## config.mk

```make
export PLATFORM = sky130hd
export DESIGN_NAME = cpx_exec
export DESIGN_NICKNAME = d
export VERILOG_FILES = /design/src/hw/cpx_pkg.sv /design/src/hw/cpx_exec.sv
export VERILOG_INCLUDE_DIRS = /design/src /design/src/hw
export SDC_FILE = /design/constraint.sdc
export NUM_CORES = 2
export LEC_CHECK = 0
export ABC_AREA = 1
export BUFFER_PORTS_ARGS = -buffer_cell sky130_fd_sc_hd__buf_2
export CORE_ASPECT_RATIO = 0.5
export CORE_MARGIN = 8
export CORE_UTILIZATION = 35
export DETAILED_ROUTE_END_ITERATION = 8
export PLACE_DENSITY = 0.64
export RECOVER_POWER = 100
export SYNTH_ARGS = -nofsm -noshare
export SYNTH_HDL_FRONTEND = slang
export SYNTH_SLANG_ARGS = --single-unit
```

## constraint.sdc

```tcl
create_clock -name clk_i -period 8.8 [get_ports clk_i]
set_clock_uncertainty 0.2 [all_clocks]
set_input_delay 0.88 -clock clk_i [delete_from_list [all_inputs] [get_ports clk_i]]
set_output_delay 0.88 -clock clk_i [all_outputs]
set_load 0.005 [all_outputs]
```

## src/hw/cpx_params.svh

```systemverilog
// Constants for the central processor control and block copy execution unit.
`ifndef CPX_PARAMS_SVH
`define CPX_PARAMS_SVH
`define CPX_OP_ILLEGAL   6'h00
`define CPX_OP_LINK      9'h008
`define CPX_OP_BLK_RD    9'h009
`define CPX_OP_BLK_WR    9'h00A
`define CPX_OP_XCHG      9'h00B
`define CPX_OP_EXT_RD    9'h00C
`define CPX_OP_EXT_WR    9'h00D
`define CPX_OP_CTR_RD    9'h00E
`define CPX_JUMP_OPCODE  12'h100
`define CPX_MF_RST       1'b1
`define CPX_REG_CTRL     4'h0
`define CPX_REG_STATUS   4'h4
`define CPX_CTRL_RST     4'h0
`define CPX_CTRL_EXT_EN  0
`define CPX_CTRL_BCF     1
`define CPX_CTRL_ILL_EN  2
`define CPX_CTRL_RNG_EN  3
`define CPX_PARCEL_RESUME 2'h2
`endif

```

## src/hw/cpx_pkg.sv

```systemverilog
// Types shared by the control and block copy execution unit.
package cpx_pkg;
	typedef enum logic [5:0] {
		CPX_IDLE = 6'h01,
		CPX_CRD  = 6'h02,
		CPX_CWR  = 6'h04,
		CPX_SRD  = 6'h08,
		CPX_SWR  = 6'h10,
		CPX_XCH  = 6'h20
	} cpx_state_t;
	typedef enum logic [1:0] {
		CPX_ERR_ILLEGAL = 2'h0,
		CPX_ERR_VIRTUAL = 2'h1,
		CPX_ERR_RANGE   = 2'h2
	} cpx_err_t;
endpackage

```

## src/hw/cpx_exec.sv

```systemverilog
// Execution unit for mode, return jump, block copy, exchange and counter read.
`timescale 1ns/100ps
`include "cpx_params.svh"
module cpx_exec (
	// Clock and reset.
	input  wire logic             clk_i,
	input  wire logic             srst_i,
	// Register port.
	input  wire logic [3:0]       reg_addr_i,
	input  wire logic [31:0]      reg_wdata_i,
	input  wire logic             reg_wr_i,
	input  wire logic             reg_rd_i,
	output logic      [31:0]      reg_rdata_o,
	// Instruction issue and operands.
	input  wire logic             instr_valid_i,
	input  wire logic [59:0]      instr_word_i,
	input  wire logic [1:0]       parcel_i,
	input  wire logic [17:0]      p_addr_i,
	input  wire logic [17:0]      index_reg_j_i,
	input  wire logic [59:0]      operand_reg_k_i,
	input  wire logic [59:0]      operand_reg_j_i,
	input  wire logic [59:0]      operand_reg_zero_i,
	input  wire logic [17:0]      address_reg_zero_i,
	input  wire logic [23:0]      central_reference_address_i,
	input  wire logic [23:0]      extended_reference_address_i,
	input  wire logic [23:0]      extended_field_length_i,
	input  wire logic [23:0]      monitor_exchange_address_i,
	input  wire logic             abort_i,
	input  wire logic             ext_xchg_i,
	output logic                  busy_o,
	output logic                  mode_monitor_flag_o,
	// Completion and write back.
	output logic                  done_o,
	output logic      [17:0]      next_p_o,
	output logic      [1:0]       next_parcel_o,
	output logic                  wb_valid_o,
	output logic      [2:0]       wb_idx_o,
	output logic      [59:0]      wb_data_o,
	output logic                  err_valid_o,
	output cpx_pkg::cpx_err_t     err_code_o,
	// Memory port.
	output logic                  mem_req_o,
	output logic                  mem_we_o,
	output logic                  mem_ext_o,
	output logic      [23:0]      mem_addr_o,
	output logic      [59:0]      mem_wdata_o,
	input  wire logic             mem_ack_i,
	input  wire logic [59:0]      mem_rdata_i,
	// Exchange port.
	output logic                  xchg_req_o,
	output logic      [23:0]      xchg_addr_o,
	output logic      [17:0]      xchg_save_p_o,
	input  wire logic             xchg_ack_i,
	input  wire logic [17:0]      xchg_p_i
);
	import cpx_pkg::*;

	// ----------------------------------------------------------------
	// Helpers
	// ----------------------------------------------------------------
	function automatic logic [14:0] parcel_of(input logic [59:0] w, input logic [1:0] idx);
		parcel_of = w[59 - 15*idx -: 15];
	endfunction

	function automatic logic [17:0] oc_add(input logic [17:0] a, input logic [17:0] b);
		logic [18:0] s;
		s = {1'b0, a} + {1'b0, b};
		oc_add = s[17:0] + {17'h0_0000, s[18]};
	endfunction

	function automatic logic [19:0] step_parcel(input logic [17:0] p, input logic [1:0] pc);
		step_parcel = (pc == 2'h3) ? {p + 18'h0_0001, 2'h0} : {p, pc + 2'h1};
	endfunction

	function automatic cpx_err_t err_for(input logic mf);
		err_for = mf ? CPX_ERR_VIRTUAL : CPX_ERR_ILLEGAL;
	endfunction

	typedef struct packed {
		cpx_state_t st;
		logic       mf;
		logic [47:0] ctr;
		logic [3:0] ctrl;
		logic [17:0] rem;
		logic [23:0] src;
		logic [23:0] dst;
		logic       to_ext;
		logic       zfill;
		logic [17:0] p_cur;
		logic [17:0] tgt_p;
		logic [1:0] tgt_pc;
		logic       mem_req;
		logic       mem_we;
		logic       mem_ext;
		logic [23:0] mem_addr;
		logic [59:0] mem_wdata;
		logic       done;
		logic [17:0] next_p;
		logic [1:0] next_pc;
		logic       wb_valid;
		logic [2:0] wb_idx;
		logic [59:0] wb_data;
		logic       err_valid;
		cpx_err_t   err_code;
		logic       xchg_req;
		logic [23:0] xchg_addr;
		logic [17:0] xchg_save_p;
		logic [31:0] rdata;
	} cpx_regs_t;

	cpx_regs_t s_reg;
	cpx_regs_t s_next;

	// ----------------------------------------------------------------
	// Decode
	// ----------------------------------------------------------------
	logic [14:0] pa;
	logic [14:0] pb;
	logic [8:0]  op9;
	logic [17:0] kval;
	logic [17:0] cnt;
	logic [23:0] ext_start;
	logic [23:0] cm_start;
	logic [23:0] ext_off;
	logic [19:0] nx;
	logic        take;
	logic        cnt_zero;
	logic        cnt_neg;
	logic        blk_bad;
	logic        ext_en;

	// Unused designator bits are simply never looked at.
	assign pa        = parcel_of(instr_word_i, parcel_i);
	assign pb        = parcel_of(instr_word_i, parcel_i + 2'h1);
	assign op9       = pa[14:6];
	assign kval      = {pa[2:0], pb};
	assign cnt       = oc_add(index_reg_j_i, kval);
	assign cnt_zero  = (cnt == 18'h0_0000) || (cnt == 18'h3_FFFF);
	assign cnt_neg   = cnt[17] && !cnt_zero;
	assign ext_start = operand_reg_zero_i[23:0] + extended_reference_address_i;
	assign ext_off   = operand_reg_k_i[23:0] + extended_reference_address_i;
	// Bits 51 to 59 of operand zero are left to software to keep clear.
	assign cm_start  = (s_reg.ctrl[`CPX_CTRL_BCF] ? {3'h0, operand_reg_zero_i[50:30]}
		: {6'h00, address_reg_zero_i}) + central_reference_address_i;
	assign nx        = step_parcel(p_addr_i, parcel_i);
	assign take      = instr_valid_i && (s_reg.st == CPX_IDLE);
	assign ext_en    = s_reg.ctrl[`CPX_CTRL_EXT_EN];
	assign blk_bad   = (parcel_i != 2'h0) || !ext_en;

	// ----------------------------------------------------------------
	// Next state
	// ----------------------------------------------------------------
	always_comb begin
		s_next           = s_reg;
		s_next.ctr       = s_reg.ctr + 48'h0000_0000_0001;
		s_next.done      = 1'b0;
		s_next.wb_valid  = 1'b0;
		s_next.err_valid = 1'b0;
		s_next.rdata     = 32'h0000_0000;
		if (reg_wr_i && reg_addr_i == `CPX_REG_CTRL) begin
			s_next.ctrl = reg_wdata_i[3:0];
		end
		if (reg_rd_i) begin
			case (reg_addr_i)
				`CPX_REG_CTRL: s_next.rdata = {28'h000_0000, s_reg.ctrl};
				`CPX_REG_STATUS: s_next.rdata = {30'h0000_0000, s_reg.st != CPX_IDLE, s_reg.mf};
				default: s_next.rdata = 32'h0000_0000;
			endcase
		end
		// Peripheral or error exchanges completed elsewhere also flip the mode, except in a cycle where xchg_ack_i ends this unit's own exchange.
		if (ext_xchg_i) begin
			s_next.mf = !s_reg.mf;
		end
		case (s_reg.st)
			CPX_IDLE: begin
				if (take) begin
					s_next.p_cur  = p_addr_i;
					s_next.wb_idx = pa[5:3];
					s_next.done   = 1'b1;
					s_next.next_p = nx[19:2];
					s_next.next_pc = nx[1:0];
					if (pa[14:9] == `CPX_OP_ILLEGAL) begin
						// A suppressed exit lets the parcel pass untouched.
						if (s_reg.ctrl[`CPX_CTRL_ILL_EN]) begin
							s_next.done      = 1'b0;
							s_next.err_valid = 1'b1;
							s_next.err_code  = err_for(s_reg.mf);
						end
					end else begin
						case (op9)
							`CPX_OP_LINK: begin
								s_next.done      = 1'b0;
								s_next.st        = CPX_SWR;
								s_next.mem_req   = 1'b1;
								s_next.mem_we    = 1'b1;
								s_next.mem_ext   = 1'b0;
								s_next.mem_addr  = {6'h00, kval} + central_reference_address_i;
								s_next.mem_wdata = {`CPX_JUMP_OPCODE, p_addr_i + 18'h0_0001,
									30'h0000_0000};
								s_next.tgt_p     = kval + 18'h0_0001;
								s_next.tgt_pc    = 2'h0;
							end
							`CPX_OP_BLK_RD, `CPX_OP_BLK_WR: begin
								s_next.to_ext = (op9 == `CPX_OP_BLK_WR);
								s_next.zfill  = ext_start[21] || ext_start[22];
								s_next.rem    = cnt;
								s_next.src    = (op9 == `CPX_OP_BLK_WR) ? cm_start : ext_start;
								s_next.dst    = (op9 == `CPX_OP_BLK_WR) ? ext_start : cm_start;
								s_next.tgt_p  = (ext_start[21] || ext_start[22]) ? p_addr_i
									: p_addr_i + 18'h0_0001;
								s_next.tgt_pc = (ext_start[21] || ext_start[22])
									? `CPX_PARCEL_RESUME : 2'h0;
								s_next.next_p  = p_addr_i + 18'h0_0001;
								s_next.next_pc = 2'h0;
								if (blk_bad || cnt_neg) begin
									s_next.done = 1'b0;
									if (blk_bad && s_reg.ctrl[`CPX_CTRL_ILL_EN]) begin
										s_next.err_valid = 1'b1;
										s_next.err_code  = err_for(s_reg.mf);
									end else if (!blk_bad && s_reg.ctrl[`CPX_CTRL_RNG_EN]) begin
										s_next.err_valid = 1'b1;
										s_next.err_code  = CPX_ERR_RANGE;
									end else begin
										s_next.done = 1'b1;
									end
								end else if (!cnt_zero) begin
									s_next.done = 1'b0;
									if (ext_start[21] || ext_start[22]) begin
										if (op9 == `CPX_OP_BLK_RD) begin
											s_next.st        = CPX_CWR;
											s_next.mem_req   = 1'b1;
											s_next.mem_we    = 1'b1;
											s_next.mem_ext   = 1'b0;
											s_next.mem_addr  = cm_start;
											s_next.mem_wdata = 60'h0;
										end else begin
											s_next.done    = 1'b1;
											s_next.next_p  = p_addr_i;
											s_next.next_pc = `CPX_PARCEL_RESUME;
										end
									end else begin
										s_next.st       = CPX_CRD;
										s_next.mem_req  = 1'b1;
										s_next.mem_we   = 1'b0;
										s_next.mem_ext  = (op9 == `CPX_OP_BLK_RD);
										s_next.mem_addr = (op9 == `CPX_OP_BLK_WR) ? cm_start : ext_start;
									end
								end
							end
							`CPX_OP_XCHG: begin
								s_next.done = 1'b0;
								if (parcel_i != 2'h0) begin
									s_next.err_valid = s_reg.ctrl[`CPX_CTRL_ILL_EN];
									s_next.err_code  = err_for(s_reg.mf);
									s_next.done      = !s_reg.ctrl[`CPX_CTRL_ILL_EN];
								end else begin
									s_next.st          = CPX_XCH;
									s_next.xchg_req    = 1'b1;
									s_next.xchg_save_p = p_addr_i + 18'h0_0001;
									s_next.xchg_addr   = s_reg.mf ? {6'h00, cnt}
										: monitor_exchange_address_i;
								end
							end
							`CPX_OP_EXT_RD, `CPX_OP_EXT_WR: begin
								s_next.done = 1'b0;
								if (!ext_en) begin
									s_next.err_valid = s_reg.ctrl[`CPX_CTRL_ILL_EN];
									s_next.err_code  = err_for(s_reg.mf);
									s_next.done      = !s_reg.ctrl[`CPX_CTRL_ILL_EN];
								end else if (operand_reg_k_i[23:0] >= extended_field_length_i
									|| operand_reg_k_i[59:24] != 36'h0) begin
									s_next.err_valid = s_reg.ctrl[`CPX_CTRL_RNG_EN];
									s_next.err_code  = CPX_ERR_RANGE;
									s_next.done      = !s_reg.ctrl[`CPX_CTRL_RNG_EN];
								end else begin
									s_next.st        = (op9 == `CPX_OP_EXT_RD) ? CPX_SRD : CPX_SWR;
									s_next.mem_req   = 1'b1;
									s_next.mem_we    = (op9 == `CPX_OP_EXT_WR);
									s_next.mem_ext   = 1'b1;
									s_next.mem_addr  = ext_off;
									s_next.mem_wdata = operand_reg_j_i;
									s_next.tgt_p     = nx[19:2];
									s_next.tgt_pc    = nx[1:0];
								end
							end
							`CPX_OP_CTR_RD: begin
								s_next.wb_valid = 1'b1;
								s_next.wb_data  = {12'h000, s_reg.ctr};
							end
							default: begin
								s_next.done = 1'b1;
							end
						endcase
					end
				end
			end
			CPX_CRD, CPX_CWR: begin
				if (mem_ack_i) begin
					s_next.mem_req = 1'b0;
					if (s_reg.st == CPX_CRD) begin
						s_next.st        = CPX_CWR;
						s_next.mem_req   = 1'b1;
						s_next.mem_we    = 1'b1;
						s_next.mem_ext   = s_reg.to_ext;
						s_next.mem_addr  = s_reg.dst;
						s_next.mem_wdata = mem_rdata_i;
					end else if (s_reg.rem == 18'h0_0001) begin
						s_next.st      = CPX_IDLE;
						s_next.done    = 1'b1;
						s_next.next_p  = s_reg.tgt_p;
						s_next.next_pc = s_reg.tgt_pc;
					end else begin
						s_next.rem = s_reg.rem - 18'h0_0001;
						s_next.src = s_reg.src + 24'h00_0001;
						s_next.dst = s_reg.dst + 24'h00_0001;
						s_next.mem_req = 1'b1;
						if (s_reg.zfill) begin
							s_next.mem_addr = s_reg.dst + 24'h00_0001;
						end else begin
							s_next.st       = CPX_CRD;
							s_next.mem_we   = 1'b0;
							s_next.mem_ext  = !s_reg.to_ext;
							s_next.mem_addr = s_reg.src + 24'h00_0001;
						end
					end
				end else if (abort_i) begin
					// Partial progress is discarded; the word is reissued.
					s_next.st      = CPX_IDLE;
					s_next.mem_req = 1'b0;
					s_next.done    = 1'b1;
					s_next.next_p  = s_reg.p_cur;
					s_next.next_pc = 2'h0;
				end
			end
			CPX_SRD, CPX_SWR: begin
				if (mem_ack_i) begin
					s_next.st       = CPX_IDLE;
					s_next.mem_req  = 1'b0;
					s_next.done     = 1'b1;
					s_next.next_p   = s_reg.tgt_p;
					s_next.next_pc  = s_reg.tgt_pc;
					s_next.wb_valid = (s_reg.st == CPX_SRD);
					s_next.wb_data  = mem_rdata_i;
				end
			end
			CPX_XCH: begin
				if (xchg_ack_i) begin
					s_next.st       = CPX_IDLE;
					s_next.xchg_req = 1'b0;
					s_next.mf       = !s_reg.mf;
					s_next.done     = 1'b1;
					s_next.next_p   = xchg_p_i;
					s_next.next_pc  = 2'h0;
				end
			end
			default: begin
				s_next.st = CPX_IDLE;
			end
		endcase
	end

	always_ff @(posedge clk_i) begin
		if (srst_i) begin
			s_reg      <= '0;
			s_reg.st   <= CPX_IDLE;
			s_reg.mf   <= `CPX_MF_RST;
			s_reg.ctrl <= `CPX_CTRL_RST;
		end else begin
			s_reg <= s_next;
		end
	end

	assign reg_rdata_o         = s_reg.rdata;
	assign busy_o              = s_reg.st != CPX_IDLE;
	assign mode_monitor_flag_o = s_reg.mf;
	assign done_o              = s_reg.done;
	assign next_p_o            = s_reg.next_p;
	assign next_parcel_o       = s_reg.next_pc;
	assign wb_valid_o          = s_reg.wb_valid;
	assign wb_idx_o            = s_reg.wb_idx;
	assign wb_data_o           = s_reg.wb_data;
	assign err_valid_o         = s_reg.err_valid;
	assign err_code_o          = s_reg.err_code;
	assign mem_req_o           = s_reg.mem_req;
	assign mem_we_o            = s_reg.mem_we;
	assign mem_ext_o           = s_reg.mem_ext;
	assign mem_addr_o          = s_reg.mem_addr;
	assign mem_wdata_o         = s_reg.mem_wdata;
	assign xchg_req_o          = s_reg.xchg_req;
	assign xchg_addr_o         = s_reg.xchg_addr;
	assign xchg_save_p_o       = s_reg.xchg_save_p;
endmodule

```

# After elaboration in Yosys (flattened, before gate mapping)
# Cells that the tools add are included.
# W data, S select, Z words.
# word_totals
regBits	415
in_bits	515
out_inout_bits	252
elab_cells	253
# op_classes
addsub	15
mul	2
n_lt_le_gt_ge	1
eq_ne	53
shifts	2
n_mux	97
bitwise	5
n_reduce_logical	49
# ops
cell	count
$mux W324	1
$mux W107	3
$pmux W107 S3	1
$mux W60	4
$mux W66	3
$mux W87	2
$pmux W86 S2	1
$mux W21	8
$shiftx A74 B33 Y15	2
$mux W68	2
$pmux W66 S2	1
$mux W43	3
$pmux W60 S2	1
$mux W108	1
$mux W24	4
$mux W6	15
$mux W86	1
$pmux W21 S4	1
$mux W27	3
$mux W81	1
$eq A9 B4 Y1 const B	7
$mux W20	3
$add A24 B1 Y24 const B	2
$add A24 B24 Y24	2
other kinds (64)	152

# Depth between registers and ports, before layout
# depth
ltp_word	16
ltp_mapped	58

# Least setup slack after synthesis
# Ideal clock, no wire load.
# synth_timing
path_kind	input-to-reg
from	input port parcel_i[0]
to	register s_reg, in the netlist next_p_o[15]
arrival_time_ns	7.359
required_ns	8.478
slack_ns	1.119
cell_stages	52
cell_sequence	buf_6 -> inv_2 -> buf_2 -> buf_2 -> buf_2 -> ha_1 -> inv_2 -> buf_6 -> buf_6 -> buf_6 -> nand2_1 -> nand2_2 -> buf_2 -> mux2i_1 -> a21oi_1 -> o21ai_0 -> o221ai_1 -> a21boi_2 -> (+16 left out) -> nand3_1 -> nor2_2 -> nand2_1 -> nor2_1 -> nand3_1 -> nand2_1 -> nand2_1 -> nor2_1 -> nand4_1 -> nand2_2 -> buf_4 -> nand2_1 -> nand2_1 -> nand2_1 -> nand2_1 -> nand2_1 -> nand3_1 -> a21oi_1
# synth_via
elab_chain_cells	16
word_cells_on_any_way	31
# synth_rtl
item	line_no	source
start, declared	cpx_exec.sv:17	input wire logic [1:0] parcel_i,
$add A2 B1 Y2	cpx_exec.sv:134	assign pb = parcel_of(instr_word_i, parcel_i + 2'h1);
$mul A4 B2 Y6	cpx_exec.sv:62	parcel_of = w[59 - 15*idx -: 15];
$sub A6 B6 Y7	cpx_exec.sv:62	
$shiftx A74 B33 Y15	cpx_exec.sv:62	
$add A18 B18 Y19	cpx_exec.sv:67	s = {1'b0, a} + {1'b0, b};
$add A18 B1 Y18	cpx_exec.sv:68	oc_add = s[17:0] + {17'h0_0000, s[18]};
$eq A18 B18 Y1 / $logic_not A18 Y1 (equally long branches)	cpx_exec.sv:138	assign cnt_zero = (cnt == 18'h0_0000) || (cnt == 18'h3_FFFF);
$logic_or A1 B1 Y1	cpx_exec.sv:138	
$logic_not A1 Y1	--	
$logic_and A1 B1 Y1	cpx_exec.sv:139	assign cnt_neg = cnt[17] && !cnt_zero;
$logic_or A1 B1 Y1	cpx_exec.sv:215	if (blk_bad || cnt_neg) begin
$mux W20	cpx_exec.sv:215	
$mux W20	cpx_exec.sv:190	case (op9)
$mux W21 *	cpx_exec.sv:182	if (pa[14:9] == `CPX_OP_ILLEGAL) begin
$mux W324 *	cpx_exec.sv:176	if (take) begin
$pmux W21 S4 *	cpx_exec.sv:174	case (s_reg.st)
end signal, assigned	cpx_exec.sv:369	s_reg <= s_next;
end, declared	cpx_exec.sv:111	cpx_regs_t s_reg;
# Every way passes the cells marked *; elsewhere a longest branch is shown, timed or not. The select of a mux whose other input is x is not followed.
# A chain may end at the register's enable or synchronous reset.

# Final worst setup path
# layout_timing
from	input port srst_i
to	register s_reg, in the netlist reg_rdata_o[2]
# layout_via
elab_chain_cells	1
# layout_rtl
item	line_no	source
start, declared	cpx_exec.sv:7	input wire logic srst_i,
$reduce_or A2 Y1 (no source line)	--	
# No other way between the ends.

==> impl_results.md <==
- Post-synth top area cell: dfxtp_1
- Worst reg2reg path endpoint: s_reg[322]$_SDFFE_PP0P_
- Number of CTS-inserted buffers: 44
- CTS H-Tree Depth: 2
- Share of cells above drive strength 1: 12.1%
- Failing checks: max-capacitance violations, max-slew violations
- Yosys warns: 0
- GR Util All Layers: 26.7%
- Syn Area/Cell: 6.03 µm²
- Final HPWL DP: 132 mm
- Mapped cell area: 36,200 µm²
- Drt pass-1 iters: 6
- Post-synth EDFFs: 0
- CTS Buffer Depth: 3
- Hold Crit Class: register to register
- Initial antenna violation count: 28
- Worst setup path class: primary input to register
- Final setup viols: 0
- Starting DRT DRC Count: 5,577
- Vias/cell: 5.46
- Final WL: 165 mm
- Total congestion overflow: 0
- FP Rows: 83
- Cell with the most instances after synthesis: nand2_1
- Hold_buf cts: 0
- CTS tree: yes
- GPL Wtd Cong: 1.02
- Largest net degree at the start of global routing: 177
- CTS root buf: clkbuf_16
- Largest cells by area after synthesis: dfxtp_1, nand2_1, o21ai_0, nor2_1, a21oi_1
- Avg WL per Cell: 21.4 µm
- Slew @ Worst Pin: 4.96 ns
- Max FFs per register: 163
- Reg2reg setup slack: 1.15 ns
- Fin worst setup slack: 0.576 ns
- CP max FO: 176
- Slew Viols, Final: 397
- Register-to-Register Path Depth: 11
- Cell variety after synth: 76
- First-pass GRT wire length: 240 mm
- Core Region: 103,000 µm²
- I/O Pins: 767
- Clock sinks: 387
- Power per standard cell area: 219 nW/µm²
- Clock Pin Slew Worst Setup and Hold Paths: 0.07 ns
- Final Hold Fails: 0
- Drt drc: 0
- Synth Instances: 6,001
- Vias in the first global route: 37,272
- Top cells by count, synth: nand2_1, nor2_1, o21ai_0, inv_1, a21oi_1
- Layout area overhead: 11.2%
- Quantity of gates resized following cts: 0
- DP Worst Slack: 0.680 ns
- Die Wd: 471 µm
- Clock latency on the worst-skew pair: 0.61 ns
- HP Start: wb_data_o[49]$_SDFFE_PP0P_
- Top FF cell, synth: dfxtp_1
- Leakage power: 18.2 nW
- Die area: 115,000 µm²
- Max Cap Viol: 8
- Vias: 42,153
- Status: complete, but fails checks
- Async SR Flop Fraction: 0%
- Die height: 243 µm
- Critical Path Start Type: primary input
- Seq/Total Area, Yosys: 21.4%
- Fmax: 122 MHz
- Setup TNS: 0 ns
- Tcrit/Tclk final: 93.5%
- Final nets: 6,977
- Worst EP arrival: 8.51 ns
- Initial Util: 35.3%
- Endpoint, Worst Hold: wb_data_o[49]$_SDFFE_PP0P_
- Post-DRT Antenna Nets: 0
- Synth Register Bits: 387
- Hold depth: 2
- RSZ-0062 raised after global routing: false
- I/O Buffers: 695
- CP endpoint kind: register
- RR Startpoint: s_reg[411]$_SDFFE_PP0P_
- Post-CTS Setup Repair Bufs: 0
- Worst vdd ir: 0.150 mV
- Slew HR: -231%
- Yosys top cell area share: 21.4%
- CP required: 9.09 ns
- Crit path time final: 8.22 ns
==> metal layers <==
metal | GRT usage (%) | wire (µm) | vias up
met4 | 10.2 | 6890 | 14
met1 | 38.0 | 72900 | 19280
li1 | - | - | 20430
met5 | 0 | 97 | -
met2 | 40.3 | 70300 | 2130
met3 | 3.92 | 15300 | 299
==> cells by family after synthesis <==
logic type                 synth area share (%)
other                                    0.0104
AOI/OAI and AO/OA                          22.5
and+or+nand+nor                            32.9
buffers and inverters                      14.1
adders and majority gates                  5.29
xor gates and xnor gates                   3.17
muxes                                     0.553
DFF                                        21.4
==> per-stage QoR <==
step,power (mW),util (%),area [µm²],hold slack (ns),std cells
floorplan,5.49,-,36300,0.226,6028
global route,9.38,39.2,40200,0.280,7723
finish,8.80,39.2,40300,0.267,7727
detailed placement,6.77,38.0,39000,0.253,7626
global placement,6.75,38.0,39000,0.242,7626
CTS,8.76,39.5,40600,0.263,7706
==> power breakdown <==
part           switching [mW]  total [mW]  internal, mW  leakage (nW)
Sequential              0.190        2.25          2.06          3.16
Combinational            3.17        4.57          1.40          14.3
Clock                   0.846        1.99          1.14         0.750
==> placed cells by master, fill, tap and decap left out, types with 21 or more instances in the layout <==
cell	count
a221oi_1	39
xor2_1	96
buf_4	69
dfxtp_1	387
o21ai_0	505
ha_1	143
conb_1	28
buf_2	501
inv_1	463
clkbuf_1	205
or2_2	21
nand2_1	1713
a211oi_1	43
nor2_1	574
nand3_1	285
nand4_1	79
nor3_1	92
xnor2_1	35
nor4_1	30
o21ai_1	30
a31oi_1	95
a21oi_1	430
a22oi_1	67
clkbuf_16	44
diode_2	21
o211ai_1	46
o21a_1	28
==> cell type report <==
cell class,count,area [µm²]
tap,1360,1700
multi-input combinational,4605,23400
clock inverter,24,315
fill,11595,62300
sequential,387,7750
clock buffer,56,1220
timing repair buffer,781,3940
antenna,21,52.6
inverter,493,1850
==> worst max-delay path by stage <==
stage | startpoint | end | slack (ns)
finish | srst_i | reg_rdata_o[2]$_SDFF_PP0_ | 0.58
global route | parcel_i[1] | mem_addr_o[8]$_SDFFE_PP0P_ | 0.28
CTS | parcel_i[1] | mem_wdata_o[54]$_SDFFE_PP0P_ | 1.32
floorplan | parcel_i[0] | next_p_o[15]$_SDFFE_PP0P_ | 1.12
global placement | parcel_i[1] | mem_wdata_o[28]$_SDFFE_PP0P_ | 0.74
detailed placement | parcel_i[1] | mem_wdata_o[54]$_SDFFE_PP0P_ | 0.68
==> critical path: stages <==
cell and delay, ns:
clkbuf_1 1.68, inv_1 3.58, clkbuf_4 1.63, nand2_1 0.41, nor3_1 0.10
Power figures use the tool's default switching activity.
